--- config.mk ---
export PLATFORM = sky130hd
export DESIGN_NAME = single_wire_reset_and_bit_slot
export DESIGN_NICKNAME = d
export VERILOG_FILES = /design/src/core/swl_pkg.sv /design/src/core/single_wire_reset_and_bit_slot.sv
export SDC_FILE = /design/constraint.sdc
export NUM_CORES = 1
export LEC_CHECK = 0
export BUFFER_PORTS_ARGS = -buffer_cell sky130_fd_sc_hd__buf_2
export CORE_MARGIN = 5
export CORE_UTILIZATION = 53
export CTS_BUF_LIST = sky130_fd_sc_hd__clkbuf_8
export DETAILED_ROUTE_END_ITERATION = 10
export GPL_TIMING_DRIVEN = 1
export MAX_ROUTING_LAYER = met4
export PLACE_DENSITY_LB_ADDON = 0.08
export SKIP_LAST_GASP = 1
export SYNTH_ARGS = -nofsm -noshare
export SYNTH_HDL_FRONTEND = slang
export SYNTH_SLANG_ARGS = --single-unit
export TNS_END_PERCENT = 10
--- constraint.sdc ---
create_clock -name i_clk -period 3 [get_ports i_clk]
set_clock_uncertainty 0.1 [all_clocks]
set_input_delay 0.15 -clock i_clk [delete_from_list [all_inputs] [get_ports i_clk]]
set_output_delay 0.15 -clock i_clk [all_outputs]
set_load 0.02 [all_outputs]
--- src/core/swl_pkg.sv ---
// Package: constants and carrier types of the single wire reset and bit slot engine
package swl_pkg;

  // ----------------------------------------------------------------
  // Clock and timing (times in ns as specified, counts derived)
  // ----------------------------------------------------------------
  localparam int unsigned CLK_PERIOD_NS        = 100;
  localparam int unsigned RESET_LOW_TIME_NS    = 480000;
  localparam int unsigned RESET_HIGH_TIME_NS   = 480000;
  localparam int unsigned PRESENCE_SAMPLE_NS   = 70000;
  localparam int unsigned SHORT_CHECK_TIME_NS  = 8000;
  localparam int unsigned SLOT_TIME_NS         = 70000;
  localparam int unsigned BIT_SAMPLE_TIME_NS   = 15000;
  localparam int unsigned WRITE0_LOW_TIME_NS   = 60000;
  localparam int unsigned WRITE1_LOW_TIME_NS   = 6000;

  // Least times round up to whole cycles
  function automatic int unsigned ns_to_cyc(input int unsigned t_ns);
    ns_to_cyc = (t_ns + CLK_PERIOD_NS - 1) / CLK_PERIOD_NS;
  endfunction

  // ----------------------------------------------------------------
  // Command codes and parameter layout
  // ----------------------------------------------------------------
  localparam logic [7:0] CMD_RESET  = 8'hB4;
  localparam logic [7:0] CMD_SLOT   = 8'h87;
  localparam int unsigned SLOT_BIT_POS = 7;

  // ----------------------------------------------------------------
  // Register map (byte addresses)
  // ----------------------------------------------------------------
  localparam int unsigned ADDR_W = 8;
  localparam logic [7:0] OFF_CMD      = 8'h00;
  localparam logic [7:0] OFF_PARAM    = 8'h04;
  localparam logic [7:0] OFF_READ     = 8'h08;
  localparam logic [7:0] OFF_PTR      = 8'h0C;
  localparam logic [7:0] OFF_STATUS   = 8'h10;
  localparam logic [7:0] OFF_IRQ_STAT = 8'h14;
  localparam logic [7:0] OFF_IRQ_CLR  = 8'h18;
  localparam logic [7:0] OFF_IRQ_EN   = 8'h1C;

  localparam logic [1:0] PTR_STATUS   = 2'h0;
  localparam logic [1:0] PTR_IRQ_STAT = 2'h1;
  localparam logic [1:0] PTR_IRQ_EN   = 2'h2;

  // ----------------------------------------------------------------
  // Carrier types
  // ----------------------------------------------------------------
  typedef struct packed {
    logic search_dir;
    logic single_bit_result;
    logic short_detected_flag;
    logic presence_detected_flag;
    logic line_busy_flag;
  } status_t;

  typedef struct packed {
    logic short_seen;
    logic rejected;
    logic done;
  } events_t;

  localparam status_t STATUS_RST = 5'h0_0;
  localparam events_t EVENTS_RST = 3'h0;

  typedef enum logic [2:0] {
    ST_IDLE     = 3'b000,
    ST_RST_LOW  = 3'b001,
    ST_RST_HIGH = 3'b010,
    ST_SLOT_LOW = 3'b011,
    ST_SLOT_REC = 3'b100
  } state_t;

endpackage

--- src/core/single_wire_reset_and_bit_slot.sv ---
// Module: reset/presence and single time slot engine with register port
`timescale 1ns/1ps

// Contract
// - Reset command code starts a reset and presence-detect cycle on the line.
// - Reset cycle samples line at short-check and presence instants, reports both flags.
// - Busy lasts reset low plus high; flags update at low plus sample times.
// - Reset code arriving while busy is not acknowledged and is discarded.
// - Reset line activity starts within 262.5 ns of code acceptance.
// - Reset completes within reset low plus high time plus 262.5 ns.
// - Slot command takes a parameter; value 0 writes zero, 1 writes one/reads.
// - Both slot kinds sample the line at bit-sample time into the result flag.
// - Slot code arriving while busy: neither code nor parameter is acknowledged.
// - Slot line activity starts within 262.5 ns of the parameter arriving.
// - Slot command completes within one slot time plus 262.5 ns.
// - Busy stays high for one slot time; search branch flag may change.
// - Accepting a slot command points the read pointer at the status register.
// - Only parameter bit 7 carries the slot value; other bits ignored.
module single_wire_reset_and_bit_slot #(
  parameter int unsigned RST_LOW_CYC  = swl_pkg::ns_to_cyc(swl_pkg::RESET_LOW_TIME_NS),
  parameter int unsigned RST_HIGH_CYC = swl_pkg::ns_to_cyc(swl_pkg::RESET_HIGH_TIME_NS),
  parameter int unsigned CNT_W        = 16
) (
  input  wire logic                       i_clk,
  input  wire logic                       i_rst_n,
  input  wire logic                       i_ce,
  input  wire logic [swl_pkg::ADDR_W-1:0] i_addr,
  input  wire logic [31:0]                i_wdata,
  input  wire logic                       i_wr,
  input  wire logic                       i_rd,
  output logic      [31:0]                o_rdata,
  output logic                            o_cmd_ack,
  output logic                            o_cmd_nack,
  output logic                            o_irq,
  output swl_pkg::status_t                o_status,
  input  wire logic                       i_line,
  output logic                            o_line_o,
  output logic                            o_line_oe
);
  import swl_pkg::*;

  // ----------------------------------------------------------------
  // Derived counts
  // ----------------------------------------------------------------
  localparam logic [CNT_W-1:0] C_RST_LOW  = CNT_W'(RST_LOW_CYC);
  localparam logic [CNT_W-1:0] C_RST_END  = CNT_W'(RST_LOW_CYC + RST_HIGH_CYC);
  localparam logic [CNT_W-1:0] C_PRES     = CNT_W'(RST_LOW_CYC + ns_to_cyc(PRESENCE_SAMPLE_NS));
  localparam logic [CNT_W-1:0] C_SHORT    = CNT_W'(RST_LOW_CYC + ns_to_cyc(SHORT_CHECK_TIME_NS));
  localparam logic [CNT_W-1:0] C_SLOT     = CNT_W'(ns_to_cyc(SLOT_TIME_NS));
  localparam logic [CNT_W-1:0] C_SAMPLE   = CNT_W'(ns_to_cyc(BIT_SAMPLE_TIME_NS));
  localparam logic [CNT_W-1:0] C_W0_LOW   = CNT_W'(ns_to_cyc(WRITE0_LOW_TIME_NS));
  localparam logic [CNT_W-1:0] C_W1_LOW   = CNT_W'(ns_to_cyc(WRITE1_LOW_TIME_NS));
  localparam logic [CNT_W-1:0] C_ONE      = CNT_W'(1);

  function automatic logic hit(input logic [ADDR_W-1:0] a, input logic [ADDR_W-1:0] off);
    hit = (a == off);
  endfunction

  // ----------------------------------------------------------------
  // State
  // ----------------------------------------------------------------
  state_t           state_q;
  logic [CNT_W-1:0] cnt_q;
  logic             slot_val_q;
  logic             slot_pend_q;
  status_t          stat_q;
  events_t          irq_stat_q;
  events_t          irq_en_q;
  logic [1:0]       ptr_q;
  logic [2:0]       sync_q;
  logic             line_q;
  logic             busy;
  logic             wr_cmd;
  logic             wr_par;
  logic             start_rst;
  logic             start_slot;
  logic             finish;
  events_t          ev;

  assign busy = (state_q != ST_IDLE);
  assign wr_cmd = i_wr && hit(i_addr, OFF_CMD);
  assign wr_par = i_wr && hit(i_addr, OFF_PARAM);

  // ----------------------------------------------------------------
  // Command acceptance
  // ----------------------------------------------------------------
  // A busy check at code arrival decides both code and parameter
  assign start_rst  = wr_cmd && !busy && (i_wdata[7:0] == CMD_RESET);
  assign start_slot = wr_par && slot_pend_q && !busy;

  always_comb begin
    o_cmd_ack  = 1'b0;
    o_cmd_nack = 1'b0;
    if (wr_cmd) begin
      if (!busy && (i_wdata[7:0] == CMD_RESET || i_wdata[7:0] == CMD_SLOT)) begin
        o_cmd_ack = 1'b1;
      end else begin
        o_cmd_nack = 1'b1;
      end
    end else if (wr_par) begin
      o_cmd_ack  = start_slot;
      o_cmd_nack = !start_slot;
    end
  end

  // Slot code waits for its parameter; busy at code time leaves nothing pending
  always_ff @(posedge i_clk) begin
    if (!i_rst_n) begin
      slot_pend_q <= 1'b0;
    end else if (i_ce) begin
      if (wr_cmd) begin
        slot_pend_q <= !busy && (i_wdata[7:0] == CMD_SLOT);
      end else if (wr_par) begin
        slot_pend_q <= 1'b0;
      end
    end
  end

  // ----------------------------------------------------------------
  // Line input synchroniser
  // ----------------------------------------------------------------
  // A level counts only once the second and third stages agree
  always_ff @(posedge i_clk) begin
    if (!i_rst_n) begin
      sync_q <= 3'h7;
      line_q <= 1'b1;
    end else if (i_ce) begin
      sync_q <= {sync_q[1:0], i_line};
      if (sync_q[1] == sync_q[2]) begin
        line_q <= sync_q[2];
      end
    end
  end

  // ----------------------------------------------------------------
  // Sequencer
  // ----------------------------------------------------------------
  // Line activity begins the cycle after acceptance, well inside 262.5 ns
  always_ff @(posedge i_clk) begin
    if (!i_rst_n) begin
      state_q    <= ST_IDLE;
      cnt_q      <= '0;
      slot_val_q <= 1'b0;
    end else if (i_ce) begin
      case (state_q)
        ST_IDLE: begin
          cnt_q <= C_ONE;
          if (start_rst) begin
            state_q <= ST_RST_LOW;
          end else if (start_slot) begin
            state_q    <= ST_SLOT_LOW;
            slot_val_q <= i_wdata[SLOT_BIT_POS];
          end
        end
        ST_RST_LOW: begin
          cnt_q <= cnt_q + C_ONE;
          if (cnt_q == C_RST_LOW) begin
            state_q <= ST_RST_HIGH;
          end
        end
        ST_RST_HIGH: begin
          cnt_q <= cnt_q + C_ONE;
          if (cnt_q == C_RST_END) begin
            state_q <= ST_IDLE;
          end
        end
        ST_SLOT_LOW: begin
          cnt_q <= cnt_q + C_ONE;
          if (cnt_q == (slot_val_q ? C_W1_LOW : C_W0_LOW)) begin
            state_q <= ST_SLOT_REC;
          end
        end
        ST_SLOT_REC: begin
          cnt_q <= cnt_q + C_ONE;
          if (cnt_q == C_SLOT) begin
            state_q <= ST_IDLE;
          end
        end
        default: begin
          state_q <= ST_IDLE;
        end
      endcase
    end
  end

  assign finish = (state_q == ST_RST_HIGH && cnt_q == C_RST_END) ||
                  (state_q == ST_SLOT_REC && cnt_q == C_SLOT);

  // Open-drain drive: enable only pulls low, never drives high
  always_ff @(posedge i_clk) begin
    if (!i_rst_n) begin
      o_line_oe <= 1'b0;
    end else if (i_ce) begin
      o_line_oe <= (state_q == ST_IDLE) ? (start_rst || start_slot) :
                   (state_q == ST_RST_LOW && cnt_q != C_RST_LOW) ||
                   (state_q == ST_SLOT_LOW && cnt_q != (slot_val_q ? C_W1_LOW : C_W0_LOW));
    end
  end

  always_ff @(posedge i_clk) begin
    if (!i_rst_n) begin
      o_line_o <= 1'b0;
    end
  end

  // ----------------------------------------------------------------
  // Status flags
  // ----------------------------------------------------------------
  always_ff @(posedge i_clk) begin
    if (!i_rst_n) begin
      stat_q <= STATUS_RST;
    end else if (i_ce) begin
      stat_q.line_busy_flag <= busy ? !finish : (start_rst || start_slot);
      if (state_q == ST_RST_HIGH && cnt_q == C_PRES) begin
        stat_q.presence_detected_flag <= !line_q;
      end
      if (state_q == ST_RST_HIGH && cnt_q == C_SHORT) begin
        stat_q.short_detected_flag <= !line_q;
      end
      if ((state_q == ST_SLOT_LOW || state_q == ST_SLOT_REC) && cnt_q == C_SAMPLE) begin
        stat_q.single_bit_result <= line_q;
        stat_q.search_dir        <= line_q;
      end
    end
  end

  assign o_status = stat_q;

  // ----------------------------------------------------------------
  // Interrupts
  // ----------------------------------------------------------------
  always_comb begin
    ev            = EVENTS_RST;
    ev.done       = finish;
    ev.rejected   = o_cmd_nack;
    ev.short_seen = (state_q == ST_RST_HIGH && cnt_q == C_SHORT && !line_q);
  end

  // A new event wins over a clear in the same cycle
  always_ff @(posedge i_clk) begin
    if (!i_rst_n) begin
      irq_stat_q <= EVENTS_RST;
    end else if (i_ce) begin
      if (i_wr && hit(i_addr, OFF_IRQ_CLR)) begin
        irq_stat_q <= (irq_stat_q & ~events_t'(i_wdata[2:0])) | ev;
      end else begin
        irq_stat_q <= irq_stat_q | ev;
      end
    end
  end

  always_ff @(posedge i_clk) begin
    if (!i_rst_n) begin
      irq_en_q <= EVENTS_RST;
    end else if (i_ce && i_wr && hit(i_addr, OFF_IRQ_EN)) begin
      irq_en_q <= events_t'(i_wdata[2:0]);
    end
  end

  assign o_irq = |(irq_stat_q & irq_en_q);

  // ----------------------------------------------------------------
  // Read pointer and read data
  // ----------------------------------------------------------------
  always_ff @(posedge i_clk) begin
    if (!i_rst_n) begin
      ptr_q <= PTR_STATUS;
    end else if (i_ce) begin
      if (start_rst || start_slot) begin
        ptr_q <= PTR_STATUS;
      end else if (i_wr && hit(i_addr, OFF_PTR)) begin
        ptr_q <= i_wdata[1:0];
      end
    end
  end

  // Data stand for exactly one cycle after the read strobe
  always_ff @(posedge i_clk) begin
    if (!i_rst_n) begin
      o_rdata <= 32'h0000_0000;
    end else if (i_ce) begin
      o_rdata <= 32'h0000_0000;
      if (i_rd) begin
        if (hit(i_addr, OFF_STATUS)) begin
          o_rdata <= 32'(stat_q);
        end else if (hit(i_addr, OFF_IRQ_STAT)) begin
          o_rdata <= 32'(irq_stat_q);
        end else if (hit(i_addr, OFF_IRQ_EN)) begin
          o_rdata <= 32'(irq_en_q);
        end else if (hit(i_addr, OFF_PTR)) begin
          o_rdata <= 32'(ptr_q);
        end else if (hit(i_addr, OFF_READ)) begin
          if (ptr_q == PTR_IRQ_STAT) begin
            o_rdata <= 32'(irq_stat_q);
          end else if (ptr_q == PTR_IRQ_EN) begin
            o_rdata <= 32'(irq_en_q);
          end else begin
            o_rdata <= 32'(stat_q);
          end
        end
      end
    end
  end

endmodule

==> results.py <==
metrics = {
    "timing": {
        "drv_slew": 0,
        "finalSetupTns_ns": 0,
        "fin_hold_ws_ns": 0.03053,
        "rsz0062_at_grt": "no",
        "post-route-min-period_ns": 2.422,
        "setup_viol": 0,
        "fin_crit_sh_pct": 80.73,
        "finalWorstSetupSlack_ns": 0.5780,
        "timing.final.hold_violations": 0,
        "clock.fmax_mhz": 412.9,
        "relSlewSlack_pct": 59.70,
        "tightest_slew_ns": 0.5999,
    },
    "global_route": {
        "grt_util_all_layers_pct": 21.70,
        "grt_max_degree": 35,
        "grt_antenna_before_repair": 0,
        "grt_overflow": 0,
        "grt_pass1_wl_mm": 11.03,
        "grt_pass1_vias": 2243,
    },
    "synthesis": {
        "netlist_instances": 346,
        "postSynthAreaPerCell_um2": 7.909,
        "synth_top_cell_area_share_pct": 30.73,
        "ys_ff_latch": 42,
        "synth_edf_count": 0,
        "synthArstFlopShare_pct": 0,
        "synthFlopType": "dfxtp_1",
        "synth_seq_area_share_pct": 30.73,
        "synth_area_um2": 2736,
        "yosysWarnings": 0,
        "yosysUniqueCellTypes": 59,
        "synthTopCellsByArea": "dfxtp_1 31%, buf_4 8.2%, nand2_1 4.7%",
        "yosysTopAreaCell": "dfxtp_1",
    },
    "place": {
        "hpwl_mm": 5.037,
        "gp_congestion": 0.9331,
        "dpl_worst_slack_ns": 0.5917,
        "io_buffers": 35,
    },
    "floorplan": {
        "dieArea_um2": 6700,
        "core_area_um2": 5075,
        "std_cell_rows": 26,
        "fp.dieH_um": 81.86,
        "pin_count": 88,
        "die_w_um": 81.86,
        "start_util_pct": 53.92,
    },
    "worst_setup_path": {
        "worstRegToRegCells": 7,
        "r2r_start": "cnt_q[0]",
        "critical_path_class": "register to register",
        "required_ns": 3.08,
        "critPathMaxFanout": 6,
        "start_kind": "register",
        "reg2reg_to": "state_q[0]",
        "worst_setup_path_end_kind": "register",
        "ff2ff_setup_slack_ns": 0.58,
        "crit_arrival_ns": 2.50,
    },
    "detailed_routing": {
        "num_vias": 2435,
        "drt-total-wl_mm": 6.640,
        "wl_per_cell_um": 14.85,
        "drt-initial-drc-count": 148,
        "ant_nets": 0,
        "drtPass1Iterations": 4,
        "vias_per_cell": 5.447,
        "drc": 0,
    },
    "finish": {
        "multiInputGateArea_um2": 1645,
        "drive_gt1_share_pct": 15.12,
        "nets": 425,
        "area_growth_pct": 8.825,
        "antennaDiodeCount": 0,
        "nFillCells": 490,
        "seqCellArea_um2": 840.8,
    },
    "clock_tree": {
        "h-tree-depth": 2,
        "numCtsBuffers": 5,
        "clk_latency_ns": 0.30,
        "max-clock-path-buffers": 2,
        "cts_root_buf": "clkbuf_8",
        "cts_sinks": 42,
        "cts_tree": "done",
        "path_clk_slew_ns": 0.08,
    },
    "power": {
        "p_clk_share_pct": 40.0,
        "ir_drop_v": 0.0002568,
        "p_int_uw": 836.1,
        "p_per_area_nw_per_um2": 377.4,
        "power_frac_seq_pct": 50.2,
        "switching_share_pct": 25.60,
        "combPwrFrac_pct": 9.8,
        "cellLeakagePower_uw": 0.001131,
        "p_switching_uw": 287.8,
    },
    "min_path": {
        "hold_path_end": "slot_val_q",
        "worstHoldStart": "i_wdata[7]",
        "holdPathStages": 3,
        "hold_class": "input pin to register",
    },
    "flow_run": {
        "max_cap_viol_count": 0,
    },
    "run_status": {
        "outcome": "completed",
    },
}
## kinds of logic after synthesis
family                     synth area share (%)
muxes                                     4.024
other                                    0.1370
AOI/OAI and AO/OA                         15.04
DFF                                       30.73
adders and majority gates                 1.372
buffers and inverters                     12.85
and+or+nand+nor                           31.69
xor gates and xnor gates                  4.161
## metal layers
layer	vias to the layer above	wire length, µm	track usage, %	share of wire, %
met5	-	0	-	0
met4	0	123	7.143	1.9
met3	10	444	3.618	6.7
met2	78	2821	31.66	42
met1	1121	3250	30.29	49
li1	1226	-	-	-
## final cells by class
type	instances	share of cell area, %
repair buffers	42	7.731
multi-input cells	268	55.25
well taps	70	2.941
inverters	17	2.143
clock buffers	5	2.311
flip-flops and latches	42	28.24
clock inverters	3	1.387
## cell usage after synthesis (4+ instances only)
library cell and count:
dfxtp_1 42, nand2_1 34, buf_4 30, nor2_1 28
inv_1 17, nand3_1 15, clkbuf_1 14, o21ai_0 13
a21oi_1 12, mux2i_1 11, nor3_1 10, nor2b_1 9
nor4_1 7, xor2_1 7, or3_1 6, xnor2_1 6
a31oi_1 5, nand4_1 5, and2_1 4, nand2b_1 4
## power by group through the flow
stage          Combinational (µW)  Sequential (µW)  Clock (µW)
6_report                      110              564         449
5_1_grt                       121              565         483
4_1_cts                       109              564         459
3_5_place_dp                  108              578           0
3_3_place_gp                  108              577           0
2_1_floorplan                 100              578           0
## what timing repair did
item | in CTS | in global routing
hold buffers | 1 | 0
resized for setup | 0 | 0
hold endpoints to repair | 1 | 0
buffers inserted | 0 | 0
## stage by stage
stage               util, %  instance area (µm²)  std cells  total power (µW)
global placement      56.31                 2858        438             685.0
floorplan                 -                 2838        373             678.5
detailed placement    56.31                 2858        438             685.4
finish                58.68                 2978        447              1124
CTS                   58.68                 2978        447              1132
global route          58.68                 2978        447              1170
## state kept, by name, summed over array words and instances, names as in the netlist, 2 cells and up
name	count
irq_en_q	3
cnt_q	16
sync_q	3
irq_stat_q	3
state_q	3
o_status	4
ptr_q	2
o_rdata	4
## worst max path at each step
stage	startpoint	to	slack (ns)	cells after the start
6_report	cnt_q[0]	state_q[0]	0.58	7
5_1_grt	state_q[0]	o_cmd_nack	0.38	6
4_1_cts	cnt_q[0]	state_q[0]	0.58	7
3_5_place_dp	cnt_q[0]	state_q[0]	0.59	7
3_3_place_gp	cnt_q[0]	state_q[0]	0.63	7
2_1_floorplan	cnt_q[13]	o_status[1]	0.81	6
## layout by cell type, fill, tap and decap left out, types with 3 or more instances in the layout
cell | Yosys | layout
clkbuf_8 | 0 | 5
nand2_1 | 34 | 34
inv_1 | 17 | 18
xor2_1 | 7 | 7
or2_1 | 3 | 3
buf_4 | 30 | 6
dfxtp_1 | 42 | 42
nor3_1 | 10 | 10
a211oi_1 | 3 | 3
buf_2 | 2 | 35
and2_1 | 4 | 4
nor4_2 | 3 | 3
mux2i_1 | 11 | 11
ha_1 | 3 | 3
nor2_1 | 28 | 28
nand4_1 | 5 | 5
o211ai_1 | 3 | 3
and4_1 | 3 | 3
nand2b_1 | 4 | 4
nor2b_1 | 9 | 9
nand3_1 | 15 | 15
or3_1 | 6 | 6
and3_1 | 3 | 3
o211a_1 | 3 | 3
nor4_1 | 7 | 7
nand4b_1 | 3 | 3
xnor2_1 | 6 | 6
conb_1 | 1 | 28
a21oi_1 | 12 | 12
a31oi_1 | 5 | 5
o21ai_0 | 13 | 13
## worst max-delay path, cell delays in order, from the launching register on
cell	delay, ns
dfxtp_1	0.37
inv_1	0.10
ha_1	0.21
nand2_1	0.11
or4b_2	0.69
o311ai_2	0.35
o221ai_2	0.23
mux2i_1	0.16
No activity file was read; power rests on OpenSTA's default activity.
